## src/cpu_store_jump_pointer_ops_map.svh

```systemverilog
// Constants for the store, jump and pointer-load slice of the core:
// opcode patterns, field positions, reset values, memory windows, cycle counts.
// Assumes inclusion by bare name from the package and the design modules.
`ifndef CPU_STORE_JUMP_POINTER_OPS_MAP_SVH
`define CPU_STORE_JUMP_POINTER_OPS_MAP_SVH

// ----------------------------------------------------------------------------
// Opcode patterns (instruction word masked, then compared; the two store words are compared unmasked)
// ----------------------------------------------------------------------------
`define OPC_STORE          16'h0018
`define OPC_STORE_INC      16'h001c
`define OPM_JUMP           16'he000
`define OPC_JUMP           16'he000
`define OPM_LOAD_PTR       16'hff00
`define OPC_LOAD_PTR_HIGH  16'h7000
`define OPC_LOAD_PTR_LOW   16'h7100
`define OPM_MOVE_TO_FILE   16'hfe00
`define OPC_MOVE_TO_FILE   16'h0200
`define OPM_PAGE           16'hfff8
`define OPC_PAGE           16'h0040

// ----------------------------------------------------------------------------
// Field positions
// ----------------------------------------------------------------------------
`define JUMP_FIELD_MSB     12
`define LIT_FIELD_MSB      7
`define FILE_FIELD_MSB     8
`define PAGE_FIELD_MSB     2
`define STATUS_PAGE_MSB    7
`define STATUS_PAGE_LSB    5
`define STATUS_CARRY_BIT   0

// ----------------------------------------------------------------------------
// Memory windows for the indirect address
// ----------------------------------------------------------------------------
`define PRAM_BASE          24'h010000
`define PRAM_LAST          24'h01ffff
`define XRAM_BASE          24'h800000
`define XRAM_LAST          24'hffffff

// ----------------------------------------------------------------------------
// Timing and arithmetic
// ----------------------------------------------------------------------------
`define PRAM_WR_CYC        4
`define ADDR_LOW_STEP      8'h02

// ----------------------------------------------------------------------------
// Reset values
// ----------------------------------------------------------------------------
`define RST_PC             16'h0000
`define RST_BYTE           8'h00
`define RST_WORD           16'h0000
`define RST_ADDR           24'h000000

`endif

```

## src/cpu_store_jump_pointer_ops_pkg.sv

```systemverilog
// Types and decode helpers shared by the core slice and its store sequencer.
// Assumes the map header sits on the include path.
`include "cpu_store_jump_pointer_ops_map.svh"

package cpu_store_jump_pointer_ops_pkg;

  // Instruction classes handled by this slice
  typedef enum logic [2:0] {
    OP_OTHER, OP_STORE, OP_STORE_INC, OP_JUMP,
    OP_LOAD_PTR_HIGH, OP_LOAD_PTR_LOW, OP_MOVE_TO_FILE, OP_PAGE
  } op_t;

  // Store sequencer states
  typedef enum logic {
    SEQ_IDLE, SEQ_BUSY
  } seq_state_t;

  // Store sequencer state
  typedef struct packed {
    seq_state_t state;
    logic [2:0] cnt;
    logic       ack_seen;
    logic       ready;
  } seq_regs_t;

  // Core slice state
  typedef struct packed {
    logic [15:0] pc;
    logic [7:0]  status;
    logic [7:0]  addr_upper;
    logic [7:0]  addr_mid;
    logic [7:0]  addr_low;
    logic [7:0]  data_high;
    logic [7:0]  data_low;
    logic [7:0]  data_pointer_high;
    logic [7:0]  data_pointer_low;
    logic        skip_pend;
    logic        wr_req;
    logic        wr_pram;
    logic [23:0] wr_addr;
    logic [15:0] wr_data;
    logic        file_we;
    logic [8:0]  file_addr;
    logic [7:0]  file_data;
  } core_regs_t;

  // Classify an instruction word
  function automatic op_t decode_op(input logic [15:0] iw);
    if (iw == `OPC_STORE)                                    return OP_STORE;
    if (iw == `OPC_STORE_INC)                                return OP_STORE_INC;
    if ((iw & `OPM_JUMP) == `OPC_JUMP)                       return OP_JUMP;
    if ((iw & `OPM_LOAD_PTR) == `OPC_LOAD_PTR_HIGH)          return OP_LOAD_PTR_HIGH;
    if ((iw & `OPM_LOAD_PTR) == `OPC_LOAD_PTR_LOW)           return OP_LOAD_PTR_LOW;
    if ((iw & `OPM_MOVE_TO_FILE) == `OPC_MOVE_TO_FILE)       return OP_MOVE_TO_FILE;
    if ((iw & `OPM_PAGE) == `OPC_PAGE)                       return OP_PAGE;
    return OP_OTHER;
  endfunction : decode_op

  // Address falls in program RAM
  function automatic logic in_pram(input logic [23:0] a);
    return (a >= `PRAM_BASE) && (a <= `PRAM_LAST);
  endfunction : in_pram

  // Address falls in external RAM
  function automatic logic in_xram(input logic [23:0] a);
    return (a >= `XRAM_BASE) && (a <= `XRAM_LAST);
  endfunction : in_xram

endpackage : cpu_store_jump_pointer_ops_pkg

```

## src/cpu_store_jump_pointer_ops.sv

```systemverilog
// Core slice: indirect word stores, paged jump, data-pointer loads, accumulator to file.
// Assumes instructions arrive on ref_clk from the fetch stage and memories answer on ref_clk.
//
// Summary of operation
// - Store-word writes the data pair to the 24-bit indirect address.
// - Store-word outside program and external RAM does nothing.
// - Store to program RAM blocks at least 3 cycles, until acknowledged; to external RAM takes 1.
// - Post-increment store writes program RAM, then adds 2 to low address byte.
// - Post-increment store outside program RAM does nothing; otherwise blocks.
// - Jump loads PC bits 12:0 from the 13-bit instruction field.
// - Jump loads PC bits 15:13 from the status page-select bits.
// - Carry sits at status bit 0.
// - A skip landing on a page instruction also skips the next one.
// - Load-high-pointer copies the literal to the pointer high byte, flags kept.
// - A skip landing on load-high-pointer also skips the next one.
// - Load-low-pointer copies the literal to the pointer low byte in one cycle.
// - A skip landing on load-low-pointer also skips the next one.
// - Move-to-file writes the accumulator to the 9-bit file address in one cycle.
`timescale 1ns/1ps
`default_nettype none
`include "cpu_store_jump_pointer_ops_map.svh"

module cpu_store_jump_pointer_ops
  import cpu_store_jump_pointer_ops_pkg::*;
(
  // Clock and reset
  input  wire logic        ref_clk,
  input  wire logic        rst,
  // Instruction issue
  input  wire logic        instr_valid,
  input  wire logic [15:0] instr_word,
  input  wire logic        skip_next,
  output logic             instr_ready,
  output logic [15:0]      prog_counter,
  // Accumulator from the datapath
  input  wire logic [7:0]  acc_in,
  // Register writes from the datapath
  input  wire logic [7:0]  reg_byte_in,
  input  wire logic        addr_upper_we,
  input  wire logic        addr_mid_we,
  input  wire logic        addr_low_we,
  input  wire logic        data_high_we,
  input  wire logic        data_low_we,
  input  wire logic        status_we,
  // Register contents
  output logic [7:0]       status_reg,
  output logic [7:0]       addr_upper,
  output logic [7:0]       addr_mid,
  output logic [7:0]       addr_low,
  output logic [7:0]       data_pointer_high,
  output logic [7:0]       data_pointer_low,
  // Memory write port
  output logic             mem_wr_req,
  output logic             mem_wr_pram,
  output logic [23:0]      mem_wr_addr,
  output logic [15:0]      mem_wr_data,
  input  wire logic        mem_wr_ack,
  // File register write port
  output logic             file_wr_en,
  output logic [8:0]       file_register_operand,
  output logic [7:0]       file_wr_data
);

  // --------------------------------------------------------------------------
  // Decode
  // --------------------------------------------------------------------------
  core_regs_t  cur_ff;
  core_regs_t  nxt_cur;
  logic        seq_ready;
  logic        accept;
  logic        exec;
  op_t         op;
  logic [23:0] ind_addr;
  logic        tgt_pram;
  logic        tgt_xram;

  // Instruction handshake and target classification
  assign accept   = instr_valid && seq_ready;
  assign exec     = accept && !cur_ff.skip_pend;
  assign op       = decode_op(instr_word);
  assign ind_addr = {cur_ff.addr_upper, cur_ff.addr_mid, cur_ff.addr_low};
  assign tgt_pram = in_pram(ind_addr);
  assign tgt_xram = in_xram(ind_addr);

  // --------------------------------------------------------------------------
  // Store sequencer
  // --------------------------------------------------------------------------
  store_seq store_seq_inst (
    .ref_clk     (ref_clk),
    .rst         (rst),
    .start_block (exec && tgt_pram && (op == OP_STORE || op == OP_STORE_INC)),
    .wr_ack      (mem_wr_ack),
    .issue_ready (seq_ready)
  );

  // --------------------------------------------------------------------------
  // Next state
  // --------------------------------------------------------------------------
  always_comb
  begin
    nxt_cur         = cur_ff;
    nxt_cur.wr_req  = 1'b0;
    nxt_cur.file_we = 1'b0;
    // Datapath register writes
    if (addr_upper_we) nxt_cur.addr_upper = reg_byte_in;
    if (addr_mid_we)   nxt_cur.addr_mid   = reg_byte_in;
    if (addr_low_we)   nxt_cur.addr_low   = reg_byte_in;
    if (data_high_we)  nxt_cur.data_high  = reg_byte_in;
    if (data_low_we)   nxt_cur.data_low   = reg_byte_in;
    if (status_we)     nxt_cur.status     = reg_byte_in;
    if (accept)
    begin
      nxt_cur.pc = cur_ff.pc + 16'h0001;
      if (cur_ff.skip_pend)
      begin
        nxt_cur.skip_pend = (op == OP_PAGE) || (op == OP_LOAD_PTR_HIGH) || (op == OP_LOAD_PTR_LOW);
      end
      else
      begin
        nxt_cur.skip_pend = skip_next;
        case (op)
          OP_STORE:
          begin
            if (tgt_pram || tgt_xram)
            begin
              nxt_cur.wr_req  = 1'b1;
              nxt_cur.wr_pram = tgt_pram;
              nxt_cur.wr_addr = ind_addr;
              nxt_cur.wr_data = {cur_ff.data_high, cur_ff.data_low};
            end
          end
          OP_STORE_INC:
          begin
            if (tgt_pram)
            begin
              nxt_cur.wr_req   = 1'b1;
              nxt_cur.wr_pram  = 1'b1;
              nxt_cur.wr_addr  = ind_addr;
              nxt_cur.wr_data  = {cur_ff.data_high, cur_ff.data_low};
              nxt_cur.addr_low = cur_ff.addr_low + `ADDR_LOW_STEP;
            end
          end
          OP_JUMP:
          begin
            nxt_cur.pc = {cur_ff.status[`STATUS_PAGE_MSB:`STATUS_PAGE_LSB], instr_word[`JUMP_FIELD_MSB:0]};
          end
          OP_LOAD_PTR_HIGH:
          begin
            nxt_cur.data_pointer_high = instr_word[`LIT_FIELD_MSB:0];
          end
          OP_LOAD_PTR_LOW:
          begin
            nxt_cur.data_pointer_low = instr_word[`LIT_FIELD_MSB:0];
          end
          OP_MOVE_TO_FILE:
          begin
            nxt_cur.file_we   = 1'b1;
            nxt_cur.file_addr = instr_word[`FILE_FIELD_MSB:0];
            nxt_cur.file_data = acc_in;
          end
          OP_PAGE:
          begin
            nxt_cur.status[`STATUS_PAGE_MSB:`STATUS_PAGE_LSB] = instr_word[`PAGE_FIELD_MSB:0];
          end
          default:
          begin
            nxt_cur.pc = cur_ff.pc + 16'h0001;
          end
        endcase
      end
    end
  end

  // --------------------------------------------------------------------------
  // State register
  // --------------------------------------------------------------------------
  always_ff @(posedge ref_clk or posedge rst)
  begin
    if (rst)
    begin
      cur_ff.pc                <= `RST_PC;
      cur_ff.status            <= `RST_BYTE;
      cur_ff.addr_upper        <= `RST_BYTE;
      cur_ff.addr_mid          <= `RST_BYTE;
      cur_ff.addr_low          <= `RST_BYTE;
      cur_ff.data_high         <= `RST_BYTE;
      cur_ff.data_low          <= `RST_BYTE;
      cur_ff.data_pointer_high <= `RST_BYTE;
      cur_ff.data_pointer_low  <= `RST_BYTE;
      cur_ff.skip_pend         <= 1'b0;
      cur_ff.wr_req            <= 1'b0;
      cur_ff.wr_pram           <= 1'b0;
      cur_ff.wr_addr           <= `RST_ADDR;
      cur_ff.wr_data           <= `RST_WORD;
      cur_ff.file_we           <= 1'b0;
      cur_ff.file_addr         <= 9'h000;
      cur_ff.file_data         <= `RST_BYTE;
    end
    else
      cur_ff <= nxt_cur;
  end

  // Outputs straight from the state register
  assign instr_ready           = seq_ready;
  assign prog_counter          = cur_ff.pc;
  // carry lives at status bit 0
  assign status_reg            = cur_ff.status;
  assign addr_upper            = cur_ff.addr_upper;
  assign addr_mid              = cur_ff.addr_mid;
  assign addr_low              = cur_ff.addr_low;
  assign data_pointer_high     = cur_ff.data_pointer_high;
  assign data_pointer_low      = cur_ff.data_pointer_low;
  assign mem_wr_req            = cur_ff.wr_req;
  assign mem_wr_pram           = cur_ff.wr_pram;
  assign mem_wr_addr           = cur_ff.wr_addr;
  assign mem_wr_data           = cur_ff.wr_data;
  assign file_wr_en            = cur_ff.file_we;
  assign file_register_operand = cur_ff.file_addr;
  assign file_wr_data          = cur_ff.file_data;

  // --------------------------------------------------------------------------
  // Checks
  // --------------------------------------------------------------------------
  AST_STORE_WRITES: assert property (@(posedge ref_clk) disable iff (rst)
    (exec && op == OP_STORE && (tgt_pram || tgt_xram)) |=>
      (mem_wr_req && mem_wr_addr == $past(ind_addr) && mem_wr_data == $past({cur_ff.data_high, cur_ff.data_low})))
    else $error("Store word did not write the data pair");

  AST_STORE_NOOP: assert property (@(posedge ref_clk) disable iff (rst)
    (exec && op == OP_STORE && !tgt_pram && !tgt_xram) |=> !mem_wr_req)
    else $error("Store outside both memories wrote");

  AST_PRAM_BLOCKS: assert property (@(posedge ref_clk) disable iff (rst)
    (exec && op == OP_STORE && tgt_pram) |=> (!instr_ready && mem_wr_pram) [*3])
    else $error("Program RAM store did not block");

  AST_XRAM_FREE: assert property (@(posedge ref_clk) disable iff (rst)
    (exec && op == OP_STORE && tgt_xram) |=> (instr_ready && !mem_wr_pram))
    else $error("External RAM store blocked");

  AST_INC_LOW: assert property (@(posedge ref_clk) disable iff (rst)
    (exec && op == OP_STORE_INC && tgt_pram) |=>
      (addr_low == 8'($past(cur_ff.addr_low) + 8'h02) && addr_mid == $past(cur_ff.addr_mid) && mem_wr_req))
    else $error("Post-increment store did not step the low byte");

  AST_INC_NOOP: assert property (@(posedge ref_clk) disable iff (rst)
    (exec && op == OP_STORE_INC && !tgt_pram) |=> (!mem_wr_req && instr_ready))
    else $error("Post-increment store outside program RAM acted");

  AST_JUMP_PC: assert property (@(posedge ref_clk) disable iff (rst)
    (exec && op == OP_JUMP) |=>
      (prog_counter == {$past(cur_ff.status[7:5]), $past(instr_word[12:0])}))
    else $error("Jump target wrong");

  AST_LOAD_HIGH: assert property (@(posedge ref_clk) disable iff (rst)
    (exec && op == OP_LOAD_PTR_HIGH && !status_we) |=>
      (data_pointer_high == $past(instr_word[7:0]) && $stable(status_reg)))
    else $error("Pointer high load wrong");

  AST_LOAD_LOW: assert property (@(posedge ref_clk) disable iff (rst)
    (exec && op == OP_LOAD_PTR_LOW) |=> (data_pointer_low == $past(instr_word[7:0])))
    else $error("Pointer low load wrong");

  AST_SKIP_EXTEND: assert property (@(posedge ref_clk) disable iff (rst)
    (accept && cur_ff.skip_pend && (op == OP_PAGE || op == OP_LOAD_PTR_HIGH || op == OP_LOAD_PTR_LOW))
      |=> cur_ff.skip_pend)
    else $error("Extended skip lost");

  AST_FILE_MOVE: assert property (@(posedge ref_clk) disable iff (rst)
    (exec && op == OP_MOVE_TO_FILE) |=>
      (file_wr_en && file_register_operand == $past(instr_word[8:0]) && file_wr_data == $past(acc_in))
      ##1 (!file_wr_en || $past(exec && op == OP_MOVE_TO_FILE)))
    else $error("Move to file wrong");

endmodule : cpu_store_jump_pointer_ops
`default_nettype wire

```

## src/store_seq.sv

```systemverilog
// Blocking-store sequencer: holds instruction issue off for a program RAM write.
// Assumes the memory acknowledge is synchronous to ref_clk.
`timescale 1ns/1ps
`default_nettype none
`include "cpu_store_jump_pointer_ops_map.svh"

module store_seq
  import cpu_store_jump_pointer_ops_pkg::*;
(
  // Clock and reset
  input  wire logic ref_clk,
  input  wire logic rst,
  // Control
  input  wire logic start_block,
  input  wire logic wr_ack,
  // Issue permission
  output logic      issue_ready
);

  seq_regs_t cur_ff;
  seq_regs_t nxt_cur;

  // Next state: count out the blocking time, then wait for the acknowledge
  always_comb
  begin
    nxt_cur = cur_ff;
    case (cur_ff.state)
      SEQ_IDLE:
      begin
        if (start_block)
        begin
          nxt_cur.state    = SEQ_BUSY;
          nxt_cur.cnt      = 3'(`PRAM_WR_CYC - 2);
          nxt_cur.ack_seen = wr_ack;
          nxt_cur.ready    = 1'b0;
        end
      end
      SEQ_BUSY:
      begin
        nxt_cur.ack_seen = cur_ff.ack_seen | wr_ack;
        if (cur_ff.cnt != 3'h0)
          nxt_cur.cnt = cur_ff.cnt - 3'h1;
        else if (cur_ff.ack_seen || wr_ack)
        begin
          nxt_cur.state = SEQ_IDLE;
          nxt_cur.ready = 1'b1;
        end
      end
      default:
      begin
        nxt_cur.state = SEQ_IDLE;
        nxt_cur.ready = 1'b1;
      end
    endcase
  end

  // State register
  always_ff @(posedge ref_clk or posedge rst)
  begin
    if (rst)
    begin
      cur_ff.state    <= SEQ_IDLE;
      cur_ff.cnt      <= 3'h0;
      cur_ff.ack_seen <= 1'b0;
      cur_ff.ready    <= 1'b1;
    end
    else
      cur_ff <= nxt_cur;
  end

  assign issue_ready = cur_ff.ready;

  // Never resume before the write is acknowledged
  AST_NO_EARLY_RESUME: assert property (@(posedge ref_clk) disable iff (rst)
    (cur_ff.state == SEQ_BUSY && cur_ff.cnt == 3'h0 && !cur_ff.ack_seen && !wr_ack) |=> !cur_ff.ready)
    else $error("Issue resumed without write acknowledge");

endmodule : store_seq
`default_nettype wire

```

## config.mk

```make
export PLATFORM = sky130hd
export DESIGN_NAME = cpu_store_jump_pointer_ops
export DESIGN_NICKNAME = d
export VERILOG_FILES = /design/src/cpu_store_jump_pointer_ops_pkg.sv /design/src/cpu_store_jump_pointer_ops.sv /design/src/store_seq.sv
export VERILOG_INCLUDE_DIRS = /design/src /design/src/src
export SDC_FILE = /design/constraint.sdc
export NUM_CORES = 1
export LEC_CHECK = 0
export BUFFER_PORTS_ARGS = -buffer_cell sky130_fd_sc_hd__buf_2
export CAP_MARGIN = 15
export CORE_MARGIN = 4
export CORE_UTILIZATION = 45
export CTS_BUF_LIST = sky130_fd_sc_hd__clkbuf_4 sky130_fd_sc_hd__clkbuf_8 sky130_fd_sc_hd__clkbuf_16
export DETAILED_ROUTE_END_ITERATION = 10
export MAX_ROUTING_LAYER = met4
export PLACE_DENSITY = 0.68
export SETUP_SLACK_MARGIN = 0.02
export SYNTH_ARGS = -nofsm -noshare
export SYNTH_HDL_FRONTEND = slang
export SYNTH_SLANG_ARGS = --single-unit
```

## constraint.sdc

```tcl
create_clock -name ref_clk -period 9.6 [get_ports ref_clk]
set_input_delay 1.92 -clock ref_clk [delete_from_list [all_inputs] [get_ports ref_clk]]
set_output_delay 1.92 -clock ref_clk [all_outputs]
set_load 0.1 [all_outputs]
```

==> results of run 1 <==
[cells in the mapped netlist (2+ instances only)]
library cell / number / area (um2)
dfrtp_1: 146 / 3650
buf_4: 122 / 916
mux2_2: 75 / 845
mux2_4: 39 / 586
nand2_1: 29 / 109
a21oi_1: 23 / 115
nor2_1: 20 / 75.1
o21ai_0: 18 / 90.1
nand3_1: 15 / 75.1
clkbuf_1: 14 / 52.6
mux2i_1: 14 / 140
inv_1: 11 / 41.3
o22ai_1: 5 / 31.3
a31oi_1: 4 / 25.0
and2_1: 4 / 25.0
buf_12: 4 / 80.1
ha_1: 4 / 50.1
nand4_1: 4 / 25.0
nor3_1: 4 / 20.0
xnor2_1: 4 / 35.0
nor4_1: 3 / 18.8
a2bb2oi_1: 2 / 17.5
a32oi_1: 2 / 17.5
and3_1: 2 / 12.5
and4_1: 2 / 17.5
nor3_2: 2 / 20.0
nor4_4: 2 / 42.5
nor4b_1: 2 / 17.5
o211ai_1: 2 / 15.0
o31ai_1: 2 / 15.0
or2_2: 2 / 12.5
or3_1: 2 / 12.5
xor2_1: 2 / 17.5
[cell families after synthesis]
group | share of synthesized area, %
buffers and inverters | 14.7
AO/OA/AOI/OAI | 5.44
XOR/XNOR | 0.707
flip-flops | 49.5
multiplexers | 21.3
adder cells (fa/ha/maj) | 0.673
AND/OR/NAND/NOR | 7.68
[cell type report]
class | instances | area [um2]
Sequential cell | 147 | 3680
Antenna cell | 1 | 2.50
Multi-Input combinational cell | 307 | 2660
Timing Repair Buffer | 169 | 858
Tap cell | 216 | 270
Clock inverter | 15 | 194
Clock buffer | 17 | 425
Inverter | 11 | 46.3
Fill cell | 1423 | 7920
[worst max path at each step]
stage                      from               to  slack [ns]  depth (start not counted)
finish              instr_valid   mem_wr_addr[0]        5.36                          6
global route        instr_valid  mem_wr_addr[22]        5.21                          6
CTS                 instr_valid   mem_wr_data[9]        5.37                          6
detailed placement  instr_valid  mem_wr_addr[21]        4.93                          6
global placement    instr_valid  mem_wr_addr[19]        5.00                          6
floorplan                   rst      addr_low[0]        3.73                          1
[worst max-delay path: stages]
cell	delay [ns]
buf_2	0.09
and2_1	0.59
nand2b_1	0.32
or3_4	0.50
nor2_8	0.73
mux2_4	0.36
[through the flow]
| step | util (%) | area (um2) |
|---|---|---|
| floorplan | - | 7430 |
| global placement | 46.7 | 7500 |
| detailed placement | 46.7 | 7500 |
| CTS | 50.6 | 8120 |
| global route | 50.7 | 8140 |
| finish | 50.7 | 8140 |
[per-layer routing]
layer | up-vias | global-route usage [%] | share of wire, %
li1 | 2097 | - | -
met1 | 2286 | 23.6 | 44
met2 | 182 | 29.5 | 48
met3 | 18 | 5.18 | 7.8
met4 | 0 | 4.93 | 1.0
met5 | - | - | 0
[report_power, final]
part / internal (uW) / switching, uW
logic: 39.8 / 150
registers: 640 / 17.6
clock network: 416 / 274
total: 1100 / 441
==> results_dict.tcl, run 1 <==
set metrics [dict create \
    outcome "finished, final reports clean" \
    path_clk_slew_ns 0.06 \
    place_congestion 0.870 \
    post-route-period-util_pct 44.2 \
    worst_ep_arrival_time_ns 4.54 \
    place_inst 849 \
    required_ns 9.90 \
    grt_util_all_layers_pct 18.6 \
    grt_pass1_vias 4698 \
    worstReg2RegStart "store_seq_inst.issue_ready" \
    die_x_um 137 \
    holdPathEnd "file_register_operand[2]" \
    clkLatencyLatePin_ns 0.42 \
    drtPass1Iterations 4 \
    postSynthNetCount 653 \
    ir_worst_vdd_v 0.000121 \
    worstSetupPathType "in2reg" \
    postCtsSetupRepairBufs 0 \
    pwr_density_cell_mw_per_mm2 189 \
    finalSetupViolCount 0 \
    drc 0 \
    syn_area_mm2 0.00743 \
    max_freq_mhz 236 \
    fin_skew_ns 0.00572 \
    cts_buffer_depth 2 \
    start_util_pct 46.3 \
    cts_tree "done" \
    grt_pass1_wl_um 25800 \
    die-area_mm2 0.0186 \
    synth_area_per_cell_um2 12.3 \
    vias 4583 \
    maxCapViolCount 0 \
    hpwl_um 11600 \
    reg2reg_depth 5 \
    wl_um 16200 \
    cts_buffers 17 \
    area_delta_synth_final_pct 9.46 \
    period_minus_slack_ns 4.24 \
    hold_path_depth 2 \
    cts-root-buf "clkbuf_16" \
    ys_warn_count 0 \
    slew_headroom_pct 25.1 \
    grt_max_degree 89 \
    rsz0062_at_grt "no" \
    yosysSeqAreaShare_pct 49.5 \
    overflow 0 \
    core_mm2 0.0161 \
    holdWs_ns 0.500 \
    nets 700 \
    setup_tns_ns 0 \
    viasPerCell 5.19 \
    cp-end-kind "flip-flop" \
    antenna_left 0 \
    async_flop_share_pct 100 \
    wire_per_inst_um 18.4 \
    power.total_uw 1540 \
    setup_ws_ns 5.36 \
    critPathLaunchType "primary input" \
    largest_reg_flops 24 \
    dieHeight_um 137 \
    final_common_cell "buf_2" \
    hold_viol 0 \
    fin_cells 883 \
    static-leakage-power_uw 0.00409 \
    synth-edff-count 0 \
    tightest_slew_ns 1.12 \
    drive_gt1_share_pct 49.4 \
    worstReg2RegEnd "mem_wr_addr[0]" \
    critPathMaxFanout 40 \
    boundaryPins 168 \
    hp-start "file_register_operand[2]" \
    first_iter_violations 221 \
    synth_cell_types 53 \
    place_worst_setup_slack_ns 4.93 \
    final_cell_mix "167 x buf_2, 146 x dfrtp_1, 75 x mux2_2" \
    htreeDepth 4 \
    synthCells 606 \
    hold_buffers 0 \
    core.rowCount 46 \
    cts_resized 0 \
    min_path_type "reg2reg" \
    drv_slew 0 \
    reg2reg_slack_ns 6.34 \
    synthFlopType "dfrtp_1" \
    port_buffers 167 \
    synth.ff_latch_count 147 \
    cts.sinks 147 \
    antenna_found_initial 1 \
]
(Power assumes the default switching activity.)
==> inputs of run 2 (changes only) <==
--- a/config.mk
+++ b/config.mk
@@ -6,6 +6,7 @@
 export SDC_FILE = /design/constraint.sdc
 export NUM_CORES = 1
 export LEC_CHECK = 0
+export ABC_AREA = 1
 export BUFFER_PORTS_ARGS = -buffer_cell sky130_fd_sc_hd__buf_2
 export CAP_MARGIN = 15
 export CORE_MARGIN = 4
@@ -13,7 +14,7 @@
 export CTS_BUF_LIST = sky130_fd_sc_hd__clkbuf_4 sky130_fd_sc_hd__clkbuf_8 sky130_fd_sc_hd__clkbuf_16
 export DETAILED_ROUTE_END_ITERATION = 10
 export MAX_ROUTING_LAYER = met4
-export PLACE_DENSITY = 0.68
+export PLACE_DENSITY = 0.71
 export SETUP_SLACK_MARGIN = 0.02
 export SYNTH_ARGS = -nofsm -noshare
 export SYNTH_HDL_FRONTEND = slang
==> constraint.sdc (replaced) <==
create_clock -name ref_clk -period 3.9 [get_ports ref_clk]
set_input_delay 0.78 -clock ref_clk [delete_from_list [all_inputs] [get_ports ref_clk]]
set_output_delay 0.78 -clock ref_clk [all_outputs]
set_load 0.1 [all_outputs]
==> run 2 against run 1 <==
Net effect:
- combinational power grew to 5.9 times the previous value
- sequential share of layout area shrank 0.60 points
- critical path type unchanged
- critical path depth grew 4
- area after synthesis grew 0.62%
- largest power group is now sequential cells
- register-to-register slack lost 4.8 ns
- via count grew 22%
- flip-flop and latch count is the same
- die area grew 0.59%
==> results_dict.tcl, run 2 <==
set metrics [dict create \
    tightest_slew_ns 0.877 \
    synth.ff_latch_count 147 \
    cts_buffers 17 \
    drc 0 \
    dieHeight_um 137 \
    place_area_mm2 0.00764 \
    cts_resized 0 \
    synthFlopType "dfrtp_1" \
    outcome "finished, final reports clean" \
    worstSetupPathType "in2reg" \
    die-area_mm2 0.0187 \
    postSynthNetCount 911 \
    core_mm2 0.0161 \
    rsz0062_at_grt "no" \
    fin_skew_ns 0.00614 \
    worstReg2RegEnd "mem_wr_addr[1]" \
    postCtsSetupRepairBufs 0 \
    drive_gt1_share_pct 27.0 \
    start_util_pct 46.6 \
    hold_buffers 0 \
    antenna_found_initial 1 \
    synthTopCellsByCount "241 x nand2_1, 146 x dfrtp_1, 126 x buf_4" \
    worst_ep_arrival_time_ns 2.71 \
    synth.area.top_cells "dfrtp_1 49%, buf_4 13%, nand2_1 12%, mux2_2 5.4%, nand3_1 4.8%" \
    drv_slew 0 \
    setup.worst_path.start "instr_word[7]" \
    clkLatencyLatePin_ns 0.42 \
    swShare_pct 36.8 \
    yosysSeqAreaShare_pct 49.2 \
    port_buffers 167 \
    critPathLaunchType "primary input" \
    post-route-period-util_pct 61.6 \
    synthCells 864 \
    reg2reg_slack_ns 1.57 \
    synth_top_area_share_pct 48.9 \
    grt_pass1_vias 5303 \
    final_util_pct 51.3 \
    viasPerCell 4.92 \
    power.switching_uw 1680 \
    pwr-share-clk_pct 37.0 \
    static-leakage-power_uw 0.00448 \
    syn_area_mm2 0.00748 \
    pwr_density_cell_mw_per_mm2 554 \
    ys_warn_count 0 \
    boundaryPins 168 \
    cp-end-kind "flip-flop" \
    pwr-share-comb_pct 24.8 \
    place_congestion 0.881 \
    nets 957 \
    first_iter_violations 387 \
    yosys.area.top_type "dfrtp_1" \
    path_clk_slew_ns 0.06 \
    drtPass1Iterations 7 \
    final_cell_mix "241 x nand2_1, 167 x buf_2, 146 x dfrtp_1" \
    synth-edff-count 0 \
    p_int_uw 2880 \
    hpwl_um 12700 \
    place_worst_setup_slack_ns 1.07 \
    power.total_uw 4570 \
    synth_area_per_cell_um2 8.66 \
    async_flop_share_pct 100 \
    maxCapViolCount 0 \
    htreeDepth 4 \
    grt_util_all_layers_pct 20.4 \
    overflow 0 \
    grt_pass1_wl_um 28400 \
    area_delta_synth_final_pct 10.2 \
    worstReg2RegStart "store_seq_inst.issue_ready" \
    final_common_cell "nand2_1" \
    reg2reg_depth 8 \
    design_area_mm2 0.00824 \
    fillers 1518 \
    finalSetupViolCount 0 \
    core.rowCount 46 \
    cts-root-buf "clkbuf_16" \
    setup_tns_ns 0 \
    critPathMaxFanout 42 \
    cts.sinks 147 \
    max_freq_mhz 416 \
    slew_headroom_pct 41.4 \
    wire_per_inst_um 15.6 \
    required_ns 4.21 \
    min_path_type "reg2reg" \
    cts_buffer_depth 2 \
    die_x_um 137 \
    cts_tree "done" \
    synth.most_common_cell "nand2_1" \
    period_minus_slack_ns 2.40 \
    ir_worst_vdd_v 0.000307 \
    wl_um 17700 \
    crit_end "mem_wr_addr[1]" \
    largest_reg_flops 24 \
    seqPwrFrac_pct 38.2 \
    hold_viol 0 \
    grt_max_degree 60 \
    setup_ws_ns 1.50 \
    antenna_left 0 \
    synth_cell_types 26 \
    vias 5602 \
]
run 2: cell count changes after synthesis, moves of 37 or more:
cell / before / now
inv_1: 11 / 48
mux2_2: 75 / 36
mux2_4: 39 / 0
nand2_1: 29 / 241
nand3_1: 15 / 72
o21ai_0: 18 / 61
run 2: worst min-delay path by stage:
stage          slack (ns)                     start                  endpoint  cells after the start
6_report             0.47            mem_wr_addr[2]            mem_wr_addr[2]                      2
3_5_place_dp         0.45           mem_wr_data[12]           mem_wr_data[12]                      2
2_1_floorplan        0.44  store_seq_inst.cur_ff[1]  store_seq_inst.cur_ff[1]                      2
5_1_grt              0.49           mem_wr_addr[22]           mem_wr_addr[22]                      2
3_3_place_gp         0.45           mem_wr_addr[23]           mem_wr_addr[23]                      2
4_1_cts              0.47           mem_wr_data[12]           mem_wr_data[12]                      2
run 2: layout make-up:
type	count	area, um2	share of cell area (%)
clock inverter	9	129	1.56
clock buffer	22	475	5.77
inverter	51	195	2.37
multi-input combinational	518	2570	31.2
antenna	1	2.50	0.0304
tap	216	270	3.28
sequential	147	3680	44.6
timing repair buffer	175	921	11.2
run 2: kinds of logic after synthesis:
kind of cell    synth area share [%]
compound gates                  5.71
xor+xnor                        1.41
fa+ha+maj                      0.669
buf+inv                         16.5
flops                           49.2
mux                             5.42
simple gates                    21.1
run 2: worst max-delay path, cell delays in order:
cell	delay [ns]
buf_2	0.10
inv_1	0.17
nand2_1	0.07
nor2_1	0.22
nand3_1	0.25
a21oi_4	0.52
nand2_1	0.10
buf_4	0.29
nand2_1	0.11
nand2_1	0.05
run 2: power groups by stage:
stage / combinational, uW / clock (uW) / sequential [uW]
after CTS: 1140 / 1720 / 1740
after detailed placement: 1140 / 0 / 1770
final: 1130 / 1690 / 1740
after floorplan: 1070 / 0 / 1740
after global routing: 1200 / 1800 / 1760
after global placement: 1130 / 0 / 1770
run 2: metrics by stage:
| stage | hold slack [ns] | cells |
|---|---|---|
| after global routing | 0.485 | 1139 |
| after CTS | 0.469 | 1138 |
| after global placement | 0.451 | 1107 |
| after floorplan | 0.442 | 864 |
| final | 0.467 | 1139 |
| after detailed placement | 0.453 | 1107 |
run 2: per-layer routing:
layer  vias up  part of all wire [%]  global-route usage (%)
met2       138                    47                    30.6
li1       2755                     -                       -
met1      2687                    46                    27.4
met3        22                   5.8                    5.33
met4         0                   1.6                    6.65
met5         -                     0                       -
==> inputs of run 3 (changes only) <==
==> constraint.sdc (replaced) <==
create_clock -name ref_clk -period 2 [get_ports ref_clk]
set_input_delay 0.4 -clock ref_clk [delete_from_list [all_inputs] [get_ports ref_clk]]
set_output_delay 0.4 -clock ref_clk [all_outputs]
set_load 0.1 [all_outputs]
==> run 3 against run 2 <==
Net effect:
- cell count grew 2.1%
- flip-flop and latch count unchanged
- register-to-register slack got worse by 1.4 ns
- critical path depth fell by 9
- largest power group unchanged
- hold slack worse by 0.46 ns
- via count increased by 2.2%
==> results_dict.tcl, run 3 (same netlist as run 2, synthesis figures left out) <==
set metrics [dict create \
    power.switching_uw 3320 \
    holdWs_ns 0.00720 \
    wl_um 18300 \
    ir_worst_vdd_v 0.000656 \
    slew_headroom_pct 65.7 \
    antenna_found_initial 0 \
    place_area_mm2 0.00785 \
    dieHeight_um 137 \
    clkLatencyLatePin_ns 0.42 \
    final_util_pct 52.7 \
    final_common_cell "nand2_1" \
    crit_chain "buf_2" \
    area_delta_synth_final_pct 13.2 \
    critPathLaunchType "flip-flop" \
    port_buffers 167 \
    period_minus_slack_ns 1.88 \
    fin_skew_ns 0.00746 \
    seqPwrFrac_pct 38.0 \
    cp-end-kind "primary output" \
    setup_tns_ns 0 \
    cts_buffers 17 \
    drive_gt1_share_pct 29.0 \
    pwr-share-clk_pct 36.9 \
    cts_tree "done" \
    worst-path-buf-inv 1 \
    nets 981 \
    final_cell_mix "240 x nand2_1, 167 x buf_2, 146 x dfrtp_1" \
    pwr-share-comb_pct 25.1 \
    worstReg2RegEnd "mem_wr_data[13]" \
    cp_slowest_stage_delay_ns 0.63 \
    hpwl_um 13300 \
    cts-root-buf "clkbuf_16" \
    wire_per_inst_um 15.8 \
    boundaryPins 168 \
    cp.depth 1 \
    drtPass1Iterations 5 \
    outcome "finished, final reports clean" \
    hold_viol 0 \
    antenna_left 0 \
    critPathMaxFanout 3 \
    p_int_uw 5640 \
    swShare_pct 37.1 \
    place_congestion 0.877 \
    rsz0062_at_grt "no" \
    cp_slowest_cell "dfstp_4" \
    pwr_density_cell_mw_per_mm2 1060 \
    grt_pass1_vias 5261 \
    min_path_type "in2async" \
    first_iter_violations 296 \
    drc 0 \
    postCtsSetupRepairBufs 0 \
    cts_buffer_depth 2 \
    insertedDiodeCount 0 \
    drv_slew 0 \
    grt_use_met2_pct 31.8 \
    grt_pass1_wl_um 28400 \
    finalSetupViolCount 0 \
    gr-usage-met1_pct 26.3 \
    hold_buffers 0 \
    place_inst 1131 \
    largest_reg_flops 24 \
    reg2reg_slack_ns 0.17 \
    cts_resized 0 \
    tightest_slew_ns 0.512 \
    htreeDepth 4 \
    post-route-period-util_pct 94.2 \
    worstReg2RegStart "store_seq_inst.issue_ready" \
    static-leakage-power_uw 0.00462 \
    maxCapViolCount 0 \
    core_mm2 0.0161 \
    grt_util_all_layers_pct 20.3 \
    crit_family "flip-flops" \
    max_freq_mhz 531 \
    reg2reg_depth 7 \
    viasPerCell 4.93 \
    grt_max_degree 43 \
    fin_cells 1163 \
    grtUsageMet3_pct 4.96 \
    worst_ep_arrival_time_ns 1.48 \
    cts.sinks 147 \
    core.rowCount 46 \
    worstSetupPathType "reg2out" \
    die_x_um 137 \
    required_ns 1.60 \
    overflow 0 \
    busiest_layer "met2" \
    path_clk_slew_ns 0.06 \
    vias 5728 \
    design_area_mm2 0.00847 \
    start_util_pct 46.6 \
    die-area_mm2 0.0187 \
]
-- run 3: cell types whose count changed in the layout (fill, tap and decap cells not counted), moves of 2 or more --
cell	change
buf_12	+2
buf_4	+22
clkinv_4	+4
clkbuf_4	-2
clkinvlp_4	-2
-- run 3: cell type report --
cell class                 instances  area [um2]
multi-input combinational        518        2580
clock buffer                      20         460
tap                              216         270
fill                            1517        7590
inverter                          51         195
clock inverter                    12         154
timing repair buffer             199        1130
sequential                       147        3680
-- run 3: routing by layer --
layer | part of all wire [%] | up-vias
met5 | 0 | -
met4 | 1.5 | 0
met3 | 5.9 | 20
met2 | 48 | 163
met1 | 44 | 2743
li1 | - | 2802
-- run 3: power by group through the flow --
stage	Combinational, uW	Sequential [uW]	Clock, uW
finish	2250	3400	3310
detailed placement	2250	3450	0
CTS	2260	3400	3370
floorplan	2100	3390	0
global placement	2240	3440	0
global route	2370	3430	3510
-- run 3: worst max-delay path by stage --
stage,startpoint,end,slack [ns]
floorplan,rst,addr_low[0],-0.25
global placement,instr_word[10],mem_wr_data[11],0.05
detailed placement,instr_word[10],mem_wr_data[7],-0.009
CTS,store_seq_inst.issue_ready,instr_ready,0.1
global route,store_seq_inst.issue_ready,data_pointer_high[1],0.02
finish,store_seq_inst.issue_ready,instr_ready,0.12
-- run 3: through the flow --
step	power, uW	setup slack, ns
CTS	9030	0.0989
detailed placement	5710	-0.00869
floorplan	5490	-0.246
global placement	5680	0.0513
global route	9310	0.0208
finish	8960	0.116
